[config.mk]
export PLATFORM = sky130hd
export DESIGN_NAME = accumulator_transfer_exec
export DESIGN_NICKNAME = d
export VERILOG_FILES = /design/src/pkg/transfer_pkg.sv /design/src/pkg/exec_if.sv /design/src/core/transfer_decode.sv /design/src/core/transfer_regbus.sv /design/src/core/accumulator_transfer_exec.sv
export SDC_FILE = /design/constraint.sdc
export NUM_CORES = 1
export LEC_CHECK = 0
export BUFFER_PORTS_ARGS = -buffer_cell sky130_fd_sc_hd__clkbuf_2
export CAP_MARGIN = 20
export CORE_MARGIN = 4
export CORE_UTILIZATION = 40
export DETAILED_ROUTE_END_ITERATION = 16
export PLACE_DENSITY = 0.68
export SLEW_MARGIN = 5
export SYNTH_ARGS = -nofsm -noshare
export SYNTH_HDL_FRONTEND = slang
export SYNTH_SLANG_ARGS = --single-unit
[constraint.sdc]
create_clock -name core_clk -period 2.9 [get_ports core_clk]
set_clock_uncertainty 0.05 [all_clocks]
set_input_delay 0 -clock core_clk [delete_from_list [all_inputs] [get_ports core_clk]]
set_output_delay 0 -clock core_clk [all_outputs]
set_load 0.02 [all_outputs]
[src/pkg/transfer_pkg.sv]
package transfer_pkg;

    localparam int OP_W = 10;
    localparam int NIB_W = 4;
    localparam int PRESC_W = 8;
    localparam int REG_AW = 4;
    localparam int REG_DW = 8;

    // Opcodes of the four transfer instructions
    localparam logic [OP_W-1:0] OP_TIMER_BIT   = 10'h2AA;
    localparam logic [OP_W-1:0] OP_PRESC_LOAD  = 10'h235;
    localparam logic [OP_W-1:0] OP_PULLUP_FRST = 10'h22D;
    localparam logic [OP_W-1:0] OP_PULLUP_SCND = 10'h22E;

    // Software register map
    localparam logic [REG_AW-1:0] ADDR_CTRL      = 4'h0;
    localparam logic [REG_AW-1:0] ADDR_TIMER_BIT = 4'h1;
    localparam logic [REG_AW-1:0] ADDR_PRESC_CNT = 4'h2;
    localparam logic [REG_AW-1:0] ADDR_PRESC_RLD = 4'h3;
    localparam logic [REG_AW-1:0] ADDR_PULLUP    = 4'h4;
    localparam logic [REG_AW-1:0] ADDR_STATUS    = 4'h5;

    // Field positions
    localparam int CTRL_EXEC_EN_BIT = 0;
    localparam int PRESC_HI_LSB     = 4;
    localparam int PULLUP_SCND_LSB  = 4;
    localparam int STATUS_CNT_LSB   = 4;

    // Reset values
    localparam logic [REG_DW-1:0]  CTRL_RST      = 8'h01;
    localparam logic               TIMER_BIT_RST = 1'h0;
    localparam logic [PRESC_W-1:0] PRESC_RST     = 8'h00;
    localparam logic [NIB_W-1:0]   PULLUP_RST    = 4'h0;
    localparam logic [NIB_W-1:0]   EXEC_CNT_RST  = 4'h0;

    typedef enum logic [2:0] {
        KIND_NONE   = 3'h0,
        KIND_TIMER  = 3'h1,
        KIND_PRESC  = 3'h3,
        KIND_PU_FST = 3'h2,
        KIND_PU_SND = 3'h6
    } op_kind_e;

    function automatic op_kind_e decodeOp(input logic [OP_W-1:0] word);
        op_kind_e kind;
        case (word)
            OP_TIMER_BIT:   kind = KIND_TIMER;
            OP_PRESC_LOAD:  kind = KIND_PRESC;
            OP_PULLUP_FRST: kind = KIND_PU_FST;
            OP_PULLUP_SCND: kind = KIND_PU_SND;
            default:        kind = KIND_NONE;
        endcase
        return kind;
    endfunction

endpackage

[src/pkg/exec_if.sv]
`timescale 1ns/1ps
interface exec_if;
    logic                  timerLoad;
    logic                  prescLoad;
    logic                  pullupFirstLoad;
    logic                  pullupSecondLoad;
    transfer_pkg::op_kind_e kind;

    modport dec (
        output timerLoad,
        output prescLoad,
        output pullupFirstLoad,
        output pullupSecondLoad,
        output kind
    );

    modport core (
        input timerLoad,
        input prescLoad,
        input pullupFirstLoad,
        input pullupSecondLoad,
        input kind
    );
endinterface

[src/core/transfer_decode.sv]
`timescale 1ns/1ps
module transfer_decode (
    input  wire logic                          instrValid,
    input  wire logic [transfer_pkg::OP_W-1:0] instrWord,
    input  wire logic                          execEnable,
    exec_if.dec                                ex
);
    transfer_pkg::op_kind_e kindNow;

    always_comb begin
        kindNow = transfer_pkg::KIND_NONE;
        if (instrValid && execEnable) begin
            kindNow = transfer_pkg::decodeOp(instrWord);
        end
        ex.kind             = kindNow;
        ex.timerLoad        = (kindNow == transfer_pkg::KIND_TIMER);
        ex.prescLoad        = (kindNow == transfer_pkg::KIND_PRESC);
        ex.pullupFirstLoad  = (kindNow == transfer_pkg::KIND_PU_FST);
        ex.pullupSecondLoad = (kindNow == transfer_pkg::KIND_PU_SND);
    end
endmodule

[src/core/transfer_regbus.sv]
`timescale 1ns/1ps
module transfer_regbus (
    input  wire logic                                 core_clk,
    input  wire logic                                 reset,
    input  wire logic [transfer_pkg::REG_AW-1:0]      regAddr,
    input  wire logic [transfer_pkg::REG_DW-1:0]      regWdata,
    input  wire logic                                 regWrite,
    input  wire logic                                 regRead,
    input  wire logic                                 timerBit,
    input  wire logic [transfer_pkg::PRESC_W-1:0]     prescCount,
    input  wire logic [transfer_pkg::PRESC_W-1:0]     prescReload,
    input  wire logic [transfer_pkg::NIB_W-1:0]       pullupFirst,
    input  wire logic [transfer_pkg::NIB_W-1:0]       pullupSecond,
    input  wire logic [2:0]                           lastKind,
    input  wire logic [transfer_pkg::NIB_W-1:0]       execCount,
    output logic      [transfer_pkg::REG_DW-1:0]      regRdata,
    output logic                                      execEnable
);
    logic [transfer_pkg::REG_DW-1:0] ctrl_ff;
    logic [transfer_pkg::REG_DW-1:0] nxt_ctrl;
    logic [transfer_pkg::REG_DW-1:0] rdata_ff;
    logic [transfer_pkg::REG_DW-1:0] nxt_rdata;

    always_comb begin
        nxt_ctrl  = ctrl_ff;
        nxt_rdata = 8'h00;
        if (regWrite && regAddr == transfer_pkg::ADDR_CTRL) begin
            nxt_ctrl = 8'h00;
            nxt_ctrl[transfer_pkg::CTRL_EXEC_EN_BIT] = regWdata[transfer_pkg::CTRL_EXEC_EN_BIT];
        end
        // Data appear the cycle after the strobe only; unmapped reads give zero
        if (regRead) begin
            case (regAddr)
                transfer_pkg::ADDR_CTRL:      nxt_rdata = ctrl_ff;
                transfer_pkg::ADDR_TIMER_BIT: nxt_rdata = {7'h00, timerBit};
                transfer_pkg::ADDR_PRESC_CNT: nxt_rdata = prescCount;
                transfer_pkg::ADDR_PRESC_RLD: nxt_rdata = prescReload;
                transfer_pkg::ADDR_PULLUP:    nxt_rdata = {pullupSecond, pullupFirst};
                transfer_pkg::ADDR_STATUS:    nxt_rdata = {execCount, 1'h0, lastKind};
                default:                      nxt_rdata = 8'h00;
            endcase
        end
    end

    always_ff @(posedge core_clk) begin
        if (reset) begin
            ctrl_ff  <= transfer_pkg::CTRL_RST;
            rdata_ff <= 8'h00;
        end else begin
            ctrl_ff  <= nxt_ctrl;
            rdata_ff <= nxt_rdata;
        end
    end

    assign regRdata   = rdata_ff;
    assign execEnable = ctrl_ff[transfer_pkg::CTRL_EXEC_EN_BIT];
endmodule

[src/core/accumulator_transfer_exec.sv]
// Decided for this implementation: the plain strobed port and the register offsets.
`timescale 1ns/1ps
// Summary of operation
// - Opcode 2AA is the one-word, one-cycle timer bit transfer.
// - Timer bit transfer copies accumulator bit 0 into timer control bit 0 only.
// - Opcode 235 is the one-word, one-cycle prescaler load.
// - Prescaler load puts register B into bits 7..4 of counter and reload.
// - Prescaler load puts the accumulator into bits 3..0 of counter and reload.
// - First pull-up transfer copies the accumulator into first pull-up register.
// - Opcode 22E copies the accumulator into the second pull-up register.
module accumulator_transfer_exec (
    input  wire logic                              core_clk,
    input  wire logic                              reset,
    input  wire logic                              instrValid,
    input  wire logic [transfer_pkg::OP_W-1:0]     instrWord,
    input  wire logic [transfer_pkg::NIB_W-1:0]    accA,
    input  wire logic [transfer_pkg::NIB_W-1:0]    regB,
    input  wire logic [transfer_pkg::REG_AW-1:0]   regAddr,
    input  wire logic [transfer_pkg::REG_DW-1:0]   regWdata,
    input  wire logic                              regWrite,
    input  wire logic                              regRead,
    output logic      [transfer_pkg::REG_DW-1:0]   regRdata,
    output logic                                   timerCtrlBit,
    output logic      [transfer_pkg::PRESC_W-1:0]  prescalerCounter,
    output logic      [transfer_pkg::PRESC_W-1:0]  prescalerReload,
    output logic      [transfer_pkg::NIB_W-1:0]    pullupControlFirst,
    output logic      [transfer_pkg::NIB_W-1:0]    pullupControlSecond,
    output logic                                   instrDone,
    output logic                                   carryWrite,
    output logic                                   skipNext
);
    localparam int NW = transfer_pkg::NIB_W;

    exec_if ex ();

    logic                              execEnable;
    logic                              timerBit_ff;
    logic                              nxt_timerBit;
    logic [transfer_pkg::PRESC_W-1:0]  prescCnt_ff;
    logic [transfer_pkg::PRESC_W-1:0]  nxt_prescCnt;
    logic [transfer_pkg::PRESC_W-1:0]  prescRld_ff;
    logic [transfer_pkg::PRESC_W-1:0]  nxt_prescRld;
    logic [NW-1:0]                     puFirst_ff;
    logic [NW-1:0]                     nxt_puFirst;
    logic [NW-1:0]                     puSecond_ff;
    logic [NW-1:0]                     nxt_puSecond;
    logic                              done_ff;
    logic                              nxt_done;
    logic [2:0]                        lastKind_ff;
    logic [2:0]                        nxt_lastKind;
    logic [NW-1:0]                     execCnt_ff;
    logic [NW-1:0]                     nxt_execCnt;
    logic                              carry_ff;
    logic                              skip_ff;

    transfer_decode u_decode (
        .instrValid (instrValid),
        .instrWord  (instrWord),
        .execEnable (execEnable),
        .ex         (ex.dec)
    );

    transfer_regbus u_regbus (
        .core_clk     (core_clk),
        .reset        (reset),
        .regAddr      (regAddr),
        .regWdata     (regWdata),
        .regWrite     (regWrite),
        .regRead      (regRead),
        .timerBit     (timerBit_ff),
        .prescCount   (prescCnt_ff),
        .prescReload  (prescRld_ff),
        .pullupFirst  (puFirst_ff),
        .pullupSecond (puSecond_ff),
        .lastKind     (lastKind_ff),
        .execCount    (execCnt_ff),
        .regRdata     (regRdata),
        .execEnable   (execEnable)
    );

    // Every transfer finishes in the cycle it is presented; no stall path exists
    always_comb begin
        nxt_timerBit = timerBit_ff;
        nxt_prescCnt = prescCnt_ff;
        nxt_prescRld = prescRld_ff;
        nxt_puFirst  = puFirst_ff;
        nxt_puSecond = puSecond_ff;
        nxt_done     = 1'h0;
        nxt_lastKind = lastKind_ff;
        nxt_execCnt  = execCnt_ff;
        if (ex.timerLoad) begin
            nxt_timerBit = accA[0];
        end
        if (ex.prescLoad) begin
            nxt_prescCnt[transfer_pkg::PRESC_HI_LSB +: NW] = regB;
            nxt_prescRld[transfer_pkg::PRESC_HI_LSB +: NW] = regB;
            nxt_prescCnt[0 +: NW] = accA;
            nxt_prescRld[0 +: NW] = accA;
        end
        if (ex.pullupFirstLoad) begin
            nxt_puFirst = accA;
        end
        if (ex.pullupSecondLoad) begin
            nxt_puSecond = accA;
        end
        if (ex.kind != transfer_pkg::KIND_NONE) begin
            nxt_done     = 1'h1;
            nxt_lastKind = ex.kind;
            nxt_execCnt  = NW'(execCnt_ff + 4'h1);
        end
    end

    always_ff @(posedge core_clk) begin
        if (reset) begin
            timerBit_ff <= transfer_pkg::TIMER_BIT_RST;
            prescCnt_ff <= transfer_pkg::PRESC_RST;
            prescRld_ff <= transfer_pkg::PRESC_RST;
            puFirst_ff  <= transfer_pkg::PULLUP_RST;
            puSecond_ff <= transfer_pkg::PULLUP_RST;
            done_ff     <= 1'h0;
            lastKind_ff <= 3'(transfer_pkg::KIND_NONE);
            execCnt_ff  <= transfer_pkg::EXEC_CNT_RST;
            carry_ff    <= 1'h0;
            skip_ff     <= 1'h0;
        end else begin
            timerBit_ff <= nxt_timerBit;
            prescCnt_ff <= nxt_prescCnt;
            prescRld_ff <= nxt_prescRld;
            puFirst_ff  <= nxt_puFirst;
            puSecond_ff <= nxt_puSecond;
            done_ff     <= nxt_done;
            lastKind_ff <= nxt_lastKind;
            execCnt_ff  <= nxt_execCnt;
            // Never request a carry write or a skip from these transfers
            carry_ff    <= 1'h0;
            skip_ff     <= 1'h0;
        end
    end

    assign timerCtrlBit        = timerBit_ff;
    assign prescalerCounter    = prescCnt_ff;
    assign prescalerReload     = prescRld_ff;
    assign pullupControlFirst  = puFirst_ff;
    assign pullupControlSecond = puSecond_ff;
    assign instrDone           = done_ff;
    assign carryWrite          = carry_ff;
    assign skipNext            = skip_ff;
endmodule

==> results of run 1 <==
==> final cells by class <==
cell class	count	area share, %
multi-input combinational	126	41.37
sequential	34	31.92
timing repair buffer	72	19.48
clock buffer	7	4.049
tap	50	2.934
clock inverter	1	0.2347
==> flip-flops by register name, indices dropped and copies added (netlist names) <==
name and flops:
execCnt_ff 4, instrDone 1, lastKind_ff 3, prescalerReload 8, pullupControlFirst 4, pullupControlSecond 4, timerCtrlBit 1, u_regbus.ctrl_ff 1
u_regbus.regRdata 8
==> power by group through the flow <==
stage	registers, mW	logic [mW]	clock network [mW]
after CTS	0.468	0.0815	0.365
after global placement	0.478	0.0696	0
after global routing	0.467	0.0894	0.383
after detailed placement	0.478	0.0703	0
after floorplan	0.478	0.0393	0
final	0.468	0.0810	0.354
==> worst min-delay path, stage by stage <==
cell,delay (ns)
clkbuf_2,0.15
nand3b_1,0.12
a21oi_1,0.06
==> stage by stage <==
step	instance area, sq um	worst slack, ns
final	2132	0.9960
after global routing	2132	0.8910
after CTS	2132	0.9845
after detailed placement	1931	0.9876
after global placement	1931	1.024
after floorplan	1685	1.199
==> metal layers <==
layer	share of wire, %	up-vias	global-route usage [%]	wire, microns
li1	-	756	-	-
met5	0	-	0	0
met2	46	53	25.75	1838
met3	8.4	2	5.510	334
met4	0.90	0	6.148	36
met1	45	682	19.66	1772
==> kinds of logic (layout without fill, tap and decap cells) <==
| family | after synthesis | in the layout | synth area share, % |
|---|---|---|---|
| XOR/XNOR | 2 | 2 | 1.042 |
| adder cells (fa/ha/maj) | 1 | 1 | 0.7439 |
| other | 1 | 2 | 0.2230 |
| flip-flops | 34 | 34 | 40.48 |
| multiplexers | 17 | 17 | 11.01 |
| AND/OR/NAND/NOR | 72 | 72 | 26.49 |
| buffers and inverters | 20 | 80 | 7.292 |
| AO/OA/AOI/OAI | 32 | 32 | 12.72 |
==> synthesized netlist by cell type, drive strengths merged, types with 5 or more instances <==
library cell  instances  area share (%)
nand2b                6             2.2
nor2                 22             4.9
o21ai                 6             1.8
nand3                 9             2.7
a2bb2oi               5             2.6
clkbuf                7             1.6
nor2b                 5             1.9
a21oi                12             4.2
dfxtp                34              40
a22oi                 6             2.7
mux2i                14             8.3
buf                  13             5.7
==> final timing paths <==
check	from	end	slack [ns]
min reg2reg	lastKind_ff[0]	lastKind_ff[0]	0.42
min	regAddr[2]	u_regbus.regRdata[0]	0.05
max reg2reg	u_regbus.ctrl_ff[0]	prescalerReload[3]	1.0
max	u_regbus.ctrl_ff[0]	prescalerReload[3]	1.0
==> cells in the final DEF (no fill, tap or decap), drive strengths merged, types with 2 or more instances in the layout <==
master and count:
nor3 4, nand4bb 3, or4 4, a2bb2oi 5, clkbuf 68, dfxtp 34, o21ai 6, nand2b 6
dlygate4sd3 11, a21oi 12, nand3 9, a22oi 6, nand2 4, xnor2 2, nand3b 3, nor2 22
nor2b 5, conb 2, mux2i 14, nor4 3, mux2 2, and2 2
==> impl_metrics.prom, run 1 <==
# TYPE chip_impl_metric gauge
chip_impl_metric{name="power_switching_share",unit="%"} 22.66
chip_impl_metric{name="clkLatencyLatePin",unit="ns"} 0.28
chip_impl_metric{name="critical_path_depth",unit=""} 4
chip_impl_metric{name="die-area",unit="sq um"} 5306
chip_impl_info{name="outcome",value="complete, no violations"} 1
chip_impl_metric{name="hold_ws",unit="ns"} 0.04572
chip_impl_metric{name="power_frac_clock",unit="%"} 39.2
chip_impl_metric{name="place.detailed.instances",unit=""} 271
chip_impl_metric{name="total_design_power",unit="uW"} 902.3
chip_impl_metric{name="die_w",unit="microns"} 72.84
chip_impl_metric{name="place.port_buffers",unit=""} 61
chip_impl_metric{name="grt_max_degree",unit=""} 30
chip_impl_metric{name="worst_hold_path.num_cells",unit=""} 3
chip_impl_info{name="cts_tree",value="built"} 1
chip_impl_metric{name="max_cap_viol_count",unit=""} 0
chip_impl_metric{name="ys_seq_elements",unit=""} 34
chip_impl_metric{name="floorplan.initialDensity",unit="%"} 41.74
chip_impl_metric{name="fillCellCount",unit=""} 388
chip_impl_metric{name="cellPowerDensity",unit="nW/um^2"} 423.2
chip_impl_info{name="crit_slowest_cell",value="or4_1"} 1
chip_impl_metric{name="postSynthCellCount",unit=""} 179
chip_impl_metric{name="num_antenna_cells",unit=""} 0
chip_impl_metric{name="groute.usage.overall",unit="%"} 16.01
chip_impl_metric{name="ff_latch_area",unit="sq um"} 680.7
chip_impl_metric{name="finalWorstPathRequiredPeriod",unit="ns"} 1.904
chip_impl_metric{name="fin_crit_sh",unit="%"} 65.65
chip_impl_info{name="yosys_most_used_dff",value="dfxtp_1"} 1
chip_impl_info{name="cts.root.buffer_cell",value="clkbuf_8"} 1
chip_impl_metric{name="drt-pass1-iter-count",unit=""} 4
chip_impl_metric{name="grt_remaining_overflow",unit=""} 0
chip_impl_metric{name="floorplan.rows",unit=""} 23
chip_impl_metric{name="coreArea",unit="sq um"} 4029
chip_impl_metric{name="detail-route-antenna-nets",unit=""} 0
chip_impl_metric{name="finished_layout_cells",unit=""} 290
chip_impl_metric{name="sequentialPowerShare",unit="%"} 51.8
chip_impl_metric{name="multi_input_area",unit="sq um"} 882.1
chip_impl_metric{name="internal-power",unit="uW"} 697.9
chip_impl_metric{name="synth_cell_types",unit=""} 40
chip_impl_info{name="crit_chain",value="nand2_1 > or4_1 > mux2i_1 > nor2_1"} 1
chip_impl_metric{name="p_comb_share",unit="%"} 9.0
chip_impl_info{name="worst_hold_path_type",value="input pin to flop"} 1
chip_impl_metric{name="worst_slew_margin_rel",unit="%"} 55.24
chip_impl_metric{name="holdBufCountCts",unit=""} 11
chip_impl_info{name="grt_setup_unrepaired",value="no"} 1
chip_impl_metric{name="slew_violations",unit=""} 0
chip_impl_metric{name="path_clk_slew",unit="ns"} 0.06
chip_impl_metric{name="max-vdd-ir-drop",unit="uV"} 185.9
chip_impl_metric{name="postRouteWirelength",unit="microns"} 3981
chip_impl_metric{name="htree_levels",unit=""} 2
chip_impl_metric{name="cp_data_required_time",unit="ns"} 3.00
chip_impl_metric{name="worstMarginPinSlew",unit="ns"} 0.6652
chip_impl_metric{name="cts_resized",unit=""} 0
chip_impl_metric{name="worst_path_largest_cell_delay",unit="ns"} 0.84
chip_impl_metric{name="cts_inserted_buffers",unit=""} 5
chip_impl_metric{name="post_cts_buffers",unit=""} 0
chip_impl_info{name="worst_setup_path_start_kind",value="flop"} 1
chip_impl_metric{name="io_pins",unit=""} 71
chip_impl_metric{name="dp_hpwl",unit="microns"} 2949
chip_impl_metric{name="cp.arrival",unit="ns"} 2.00
chip_impl_metric{name="setup_total_negative_slack",unit="ns"} 0
chip_impl_metric{name="routabilityCongestion",unit=""} 0.7273
chip_impl_metric{name="antenna_found_initial",unit=""} 0
chip_impl_info{name="cp_top_family",value="simple AND/OR/NAND/NOR gates"} 1
chip_impl_metric{name="synth-edff-count",unit=""} 0
chip_impl_metric{name="routed_vias",unit=""} 1493
chip_impl_metric{name="timing.final.hold_violations",unit=""} 0
chip_impl_metric{name="wire_length_of_the_first_global_routing_pass",unit="microns"} 6499
chip_impl_metric{name="cp_max_fo",unit=""} 9
chip_impl_info{name="end_kind",value="flop"} 1
chip_impl_metric{name="worstRegToRegCells",unit=""} 4
chip_impl_metric{name="cts.sink_count",unit=""} 34
chip_impl_metric{name="fin_util",unit="%"} 52.92
chip_impl_metric{name="drc_errors",unit=""} 0
chip_impl_metric{name="postSynth.asyncResetShare",unit="%"} 0
chip_impl_metric{name="setup_viol",unit=""} 0
chip_impl_metric{name="syn-mean-instance-area",unit="sq um"} 9.394
chip_impl_metric{name="nNetsFinal",unit=""} 275
chip_impl_metric{name="wire_per_inst",unit="microns"} 13.73
chip_impl_metric{name="power_leakage",unit="nW"} 0.9577
chip_impl_metric{name="synthToLayoutAreaGrowth",unit="%"} 26.79
chip_impl_metric{name="grt_pass1_vias",unit=""} 1381
chip_impl_metric{name="clockBufferDepth",unit=""} 2
chip_impl_metric{name="max_freq",unit="MHz"} 525.2
chip_impl_metric{name="fraction_of_final_layout_cells_sized_beyond_drive_strength_1",unit="%"} 32.08
chip_impl_metric{name="critical_path.n_buffers_inverters",unit=""} 0
chip_impl_metric{name="vias_per_cell",unit=""} 5.148
chip_impl_metric{name="die_y",unit="microns"} 72.84
chip_impl_metric{name="power_switching",unit="uW"} 204.5
chip_impl_metric{name="ys_seq_area_share",unit="%"} 40.48
chip_impl_metric{name="netlist_area_before_placement",unit="sq um"} 1682
chip_impl_metric{name="starting_drt_drc_count",unit=""} 104
chip_impl_metric{name="yosys_warnings",unit=""} 0
chip_impl_info{name="worstSetupPathType",value="flop to flop"} 1
No activity file was read; power rests on OpenSTA's default activity.
==> run 2, diff against run 1 <==
Settings changed: ABC_AREA set to 1, PLACE_DENSITY 0.68 to 0.7.
Clock period 2.9 ns to 1.6 ns, I/O delays scaled along.
==> run 2 against run 1 <==
Critical path depth increased by 1. Clock-buffer cell count unchanged. Non-clock buffer count increased by 2. Synthesized area increased by 2.5%. Final cell count increased by 28%. Sequential power increased by 81%. Setup slack got worse by 0.82 ns. Via count increased by 13%. Synthesized cell count increased by 41%. Critical path type is now input pin to flop. Flip-flop and latch count unchanged. Sequential share of layout area decreased by 1.1 points. First-iteration DRC count decreased by 15%.
==> impl_metrics.prom, run 2 <==
# TYPE chip_impl_metric gauge
chip_impl_info{name="outcome",value="complete, no violations"} 1
chip_impl_info{name="top_usage_layer",value="met2"} 1
chip_impl_metric{name="setup.reg_to_reg.worst_slack",unit="ns"} 0.23
chip_impl_metric{name="finalWorstPathRequiredPeriod",unit="ns"} 1.428
chip_impl_info{name="post-synth-top-area-cell",value="dfxtp_1"} 1
chip_impl_info{name="worst_setup_path_start_kind",value="input pin"} 1
chip_impl_metric{name="max-vdd-ir-drop",unit="uV"} 298.3
chip_impl_metric{name="place.port_buffers",unit=""} 61
chip_impl_metric{name="max_freq",unit="MHz"} 700.1
chip_impl_metric{name="ys_seq_elements",unit=""} 34
chip_impl_info{name="most-common-layout-cells",value="clkbuf_2 (61), nand2_1 (57), nor2_1 (43), inv_1 (36), dfxtp_1 (34)"} 1
chip_impl_metric{name="globalRouteMet3Util",unit="%"} 4.925
chip_impl_metric{name="detail-route-antenna-nets",unit=""} 0
chip_impl_info{name="cts.root.buffer_cell",value="clkbuf_8"} 1
chip_impl_info{name="yosys-top-cells-count",value="nand2_1 (57), nor2_1 (43), inv_1 (36), dfxtp_1 (34), nand3_1 (16)"} 1
chip_impl_info{name="synthMostInstantiatedCell",value="nand2_1"} 1
chip_impl_metric{name="fillCellCount",unit=""} 422
chip_impl_metric{name="postSynth.asyncResetShare",unit="%"} 0
chip_impl_metric{name="setup_total_negative_slack",unit="ns"} 0
chip_impl_info{name="worstSetupPathType",value="input pin to flop"} 1
chip_impl_metric{name="global_route.usage.met2",unit="%"} 29.53
chip_impl_metric{name="syn-mean-instance-area",unit="sq um"} 6.837
chip_impl_metric{name="io_pins",unit=""} 71
chip_impl_metric{name="dp_hpwl",unit="microns"} 3242
chip_impl_metric{name="cellPowerDensity",unit="nW/um^2"} 707.6
chip_impl_metric{name="antenna_found_initial",unit=""} 0
chip_impl_metric{name="cp_data_required_time",unit="ns"} 1.71
chip_impl_metric{name="nNetsFinal",unit=""} 357
chip_impl_metric{name="floorplan.rows",unit=""} 23
chip_impl_metric{name="cp_max_fo",unit=""} 11
chip_impl_info{name="worst_hold_path_type",value="input pin to flop"} 1
chip_impl_metric{name="floorplan.initialDensity",unit="%"} 42.16
chip_impl_metric{name="fin_crit_sh",unit="%"} 89.27
chip_impl_metric{name="setup_viol",unit=""} 0
chip_impl_metric{name="multi_input_area",unit="sq um"} 800.8
chip_impl_metric{name="fraction_of_final_layout_cells_sized_beyond_drive_strength_1",unit="%"} 26.79
chip_impl_info{name="end_kind",value="flop"} 1
chip_impl_metric{name="drt-pass1-iter-count",unit=""} 4
chip_impl_metric{name="clockBufferDepth",unit=""} 2
chip_impl_metric{name="starting_drt_drc_count",unit=""} 88
chip_impl_metric{name="netlist_area_before_placement",unit="sq um"} 1723
chip_impl_metric{name="die_y",unit="microns"} 73.63
chip_impl_metric{name="postSynthCellCount",unit=""} 252
chip_impl_metric{name="wire_per_inst",unit="microns"} 11.16
chip_impl_metric{name="post_cts_buffers",unit=""} 0
chip_impl_metric{name="cts.sink_count",unit=""} 34
chip_impl_metric{name="num_antenna_cells",unit=""} 0
chip_impl_metric{name="grt_pass1_vias",unit=""} 1588
chip_impl_info{name="grt_setup_unrepaired",value="no"} 1
chip_impl_metric{name="area_fraction_of_the_dominant_cell_type_after_synthesis",unit="%"} 39.51
chip_impl_metric{name="global_route.usage.met1",unit="%"} 18.61
chip_impl_metric{name="postRouteWirelength",unit="microns"} 4141
chip_impl_metric{name="grt_remaining_overflow",unit=""} 0
chip_impl_metric{name="hold_ws",unit="ns"} 0.1350
chip_impl_metric{name="wire_length_of_the_first_global_routing_pass",unit="microns"} 6934
chip_impl_metric{name="timing.final.hold_violations",unit=""} 0
chip_impl_metric{name="fin_util",unit="%"} 53.95
chip_impl_metric{name="vias_per_cell",unit=""} 4.550
chip_impl_metric{name="ys_seq_area_share",unit="%"} 39.51
chip_impl_metric{name="routabilityCongestion",unit=""} 0.8000
chip_impl_metric{name="cp.arrival",unit="ns"} 1.54
chip_impl_info{name="cts_tree",value="built"} 1
chip_impl_metric{name="path_clk_slew",unit="ns"} 0.06
chip_impl_metric{name="yosys_warnings",unit=""} 0
chip_impl_metric{name="coreArea",unit="sq um"} 4086
chip_impl_info{name="yosys_most_used_dff",value="dfxtp_1"} 1
chip_impl_metric{name="cts_inserted_buffers",unit=""} 5
chip_impl_metric{name="synth_cell_types",unit=""} 28
chip_impl_metric{name="groute.usage.overall",unit="%"} 16.46
chip_impl_metric{name="routed_vias",unit=""} 1688
chip_impl_metric{name="drc_errors",unit=""} 0
chip_impl_metric{name="synth-edff-count",unit=""} 0
chip_impl_metric{name="slew_violations",unit=""} 0
chip_impl_metric{name="grt_max_degree",unit=""} 17
chip_impl_metric{name="synthToLayoutAreaGrowth",unit="%"} 27.96
chip_impl_metric{name="die_w",unit="microns"} 73.63
chip_impl_metric{name="stdcell_area",unit="sq um"} 2205
chip_impl_metric{name="clkLatencyLatePin",unit="ns"} 0.28
chip_impl_metric{name="power_leakage",unit="nW"} 1.172
chip_impl_metric{name="ff_latch_area",unit="sq um"} 680.7
chip_impl_metric{name="placedInstanceArea",unit="sq um"} 2008
chip_impl_metric{name="die-area",unit="sq um"} 5421
chip_impl_info{name="yosys-top-cells-area",value="dfxtp_1 (40%), nand2_1 (12%), nor2_1 (9.4%), inv_1 (7.8%), nand3_1 (4.6%)"} 1
chip_impl_metric{name="htree_levels",unit=""} 2
chip_impl_metric{name="max_cap_viol_count",unit=""} 0
chip_impl_info{name="mostFrequentLayoutCell",value="clkbuf_2"} 1
run 2: changes by cell type after synthesis, sizes merged, moves of 6 or more:
cell and change:
nor2 +26, mux2i -14, nand2b -6, o21ai +6
nand3 +10, a22oi -6, inv +38, nand2 +58
run 2: where the power goes:
group | switching, mW | leakage (nW) | total [mW] | internal [mW]
logic | 0.0749 | 0.860 | 0.134 | 0.0590
registers | 0.000876 | 0.274 | 0.848 | 0.848
clock network | 0.279 | 0.0383 | 0.578 | 0.299
total | 0.354 | 1.17 | 1.56 | 1.21
run 2: repair_timing:
item / in CTS / in global routing
resized for setup: 0 / 0
hold buffers: 12 / 0
hold endpoints to repair: 18 / 0
run 2: layout make-up:
cell class	instances	area share (%)
Multi-Input combinational cell	166	36.32
Sequential cell	34	30.87
Timing Repair Buffer	74	19.64
Inverter	40	6.867
Clock buffer	7	3.462
Tap cell	50	2.838
run 2: metal layers:
layer | vias up | part of all wire (%) | routed length [microns]
met2 | 51 | 50 | 2079
met1 | 723 | 42 | 1720
met5 | - | 0 | 0
met3 | 2 | 7.7 | 318
met4 | 0 | 0.56 | 23
li1 | 912 | - | -
run 2: through the flow:
step | setup slack (ns) | total power [mW] | instances
2_1_floorplan | 0.4406 | 0.9283 | 253
3_3_place_gp | 0.2531 | 0.9779 | 352
3_5_place_dp | 0.2185 | 0.9801 | 352
4_1_cts | 0.1901 | 1.573 | 371
5_1_grt | 0.04283 | 1.620 | 371
6_report | 0.1717 | 1.560 | 371
run 2: worst max-delay path, cell delays in order:
cell and delay, ns:
dlygate4sd3_1 0.54, clkbuf_2 0.22, a21oi_1 0.14, o21ai_0 0.08, dlygate4sd3_1 0.55
run 2: logic make-up (layout without fill, tap and decap cells):
family / count (synthesis) / count (layout) / synth area share [%]
other: 1 / 2 / 0.2177
XOR/XNOR: 2 / 2 / 1.017
AO/OA/AOI/OAI: 29 / 29 / 10.02
AND/OR/NAND/NOR: 132 / 132 / 34.28
adder cells (fa/ha/maj): 1 / 1 / 0.7261
buffers and inverters: 53 / 121 / 14.23
flip-flops: 34 / 34 / 39.51
run 2: path summary, 6_finish.rpt:
| kind | endpoint | startpoint | depth (start not counted) |
|---|---|---|---|
| worst max-delay path | u_regbus.ctrl_ff[0] | reset | 5 |
| worst min-delay path | lastKind_ff[2] | instrWord[1] | 5 |
| worst max register to register | prescalerReload[6] | u_regbus.ctrl_ff[0] | 6 |
| worst min register to register | lastKind_ff[1] | lastKind_ff[1] | 2 |
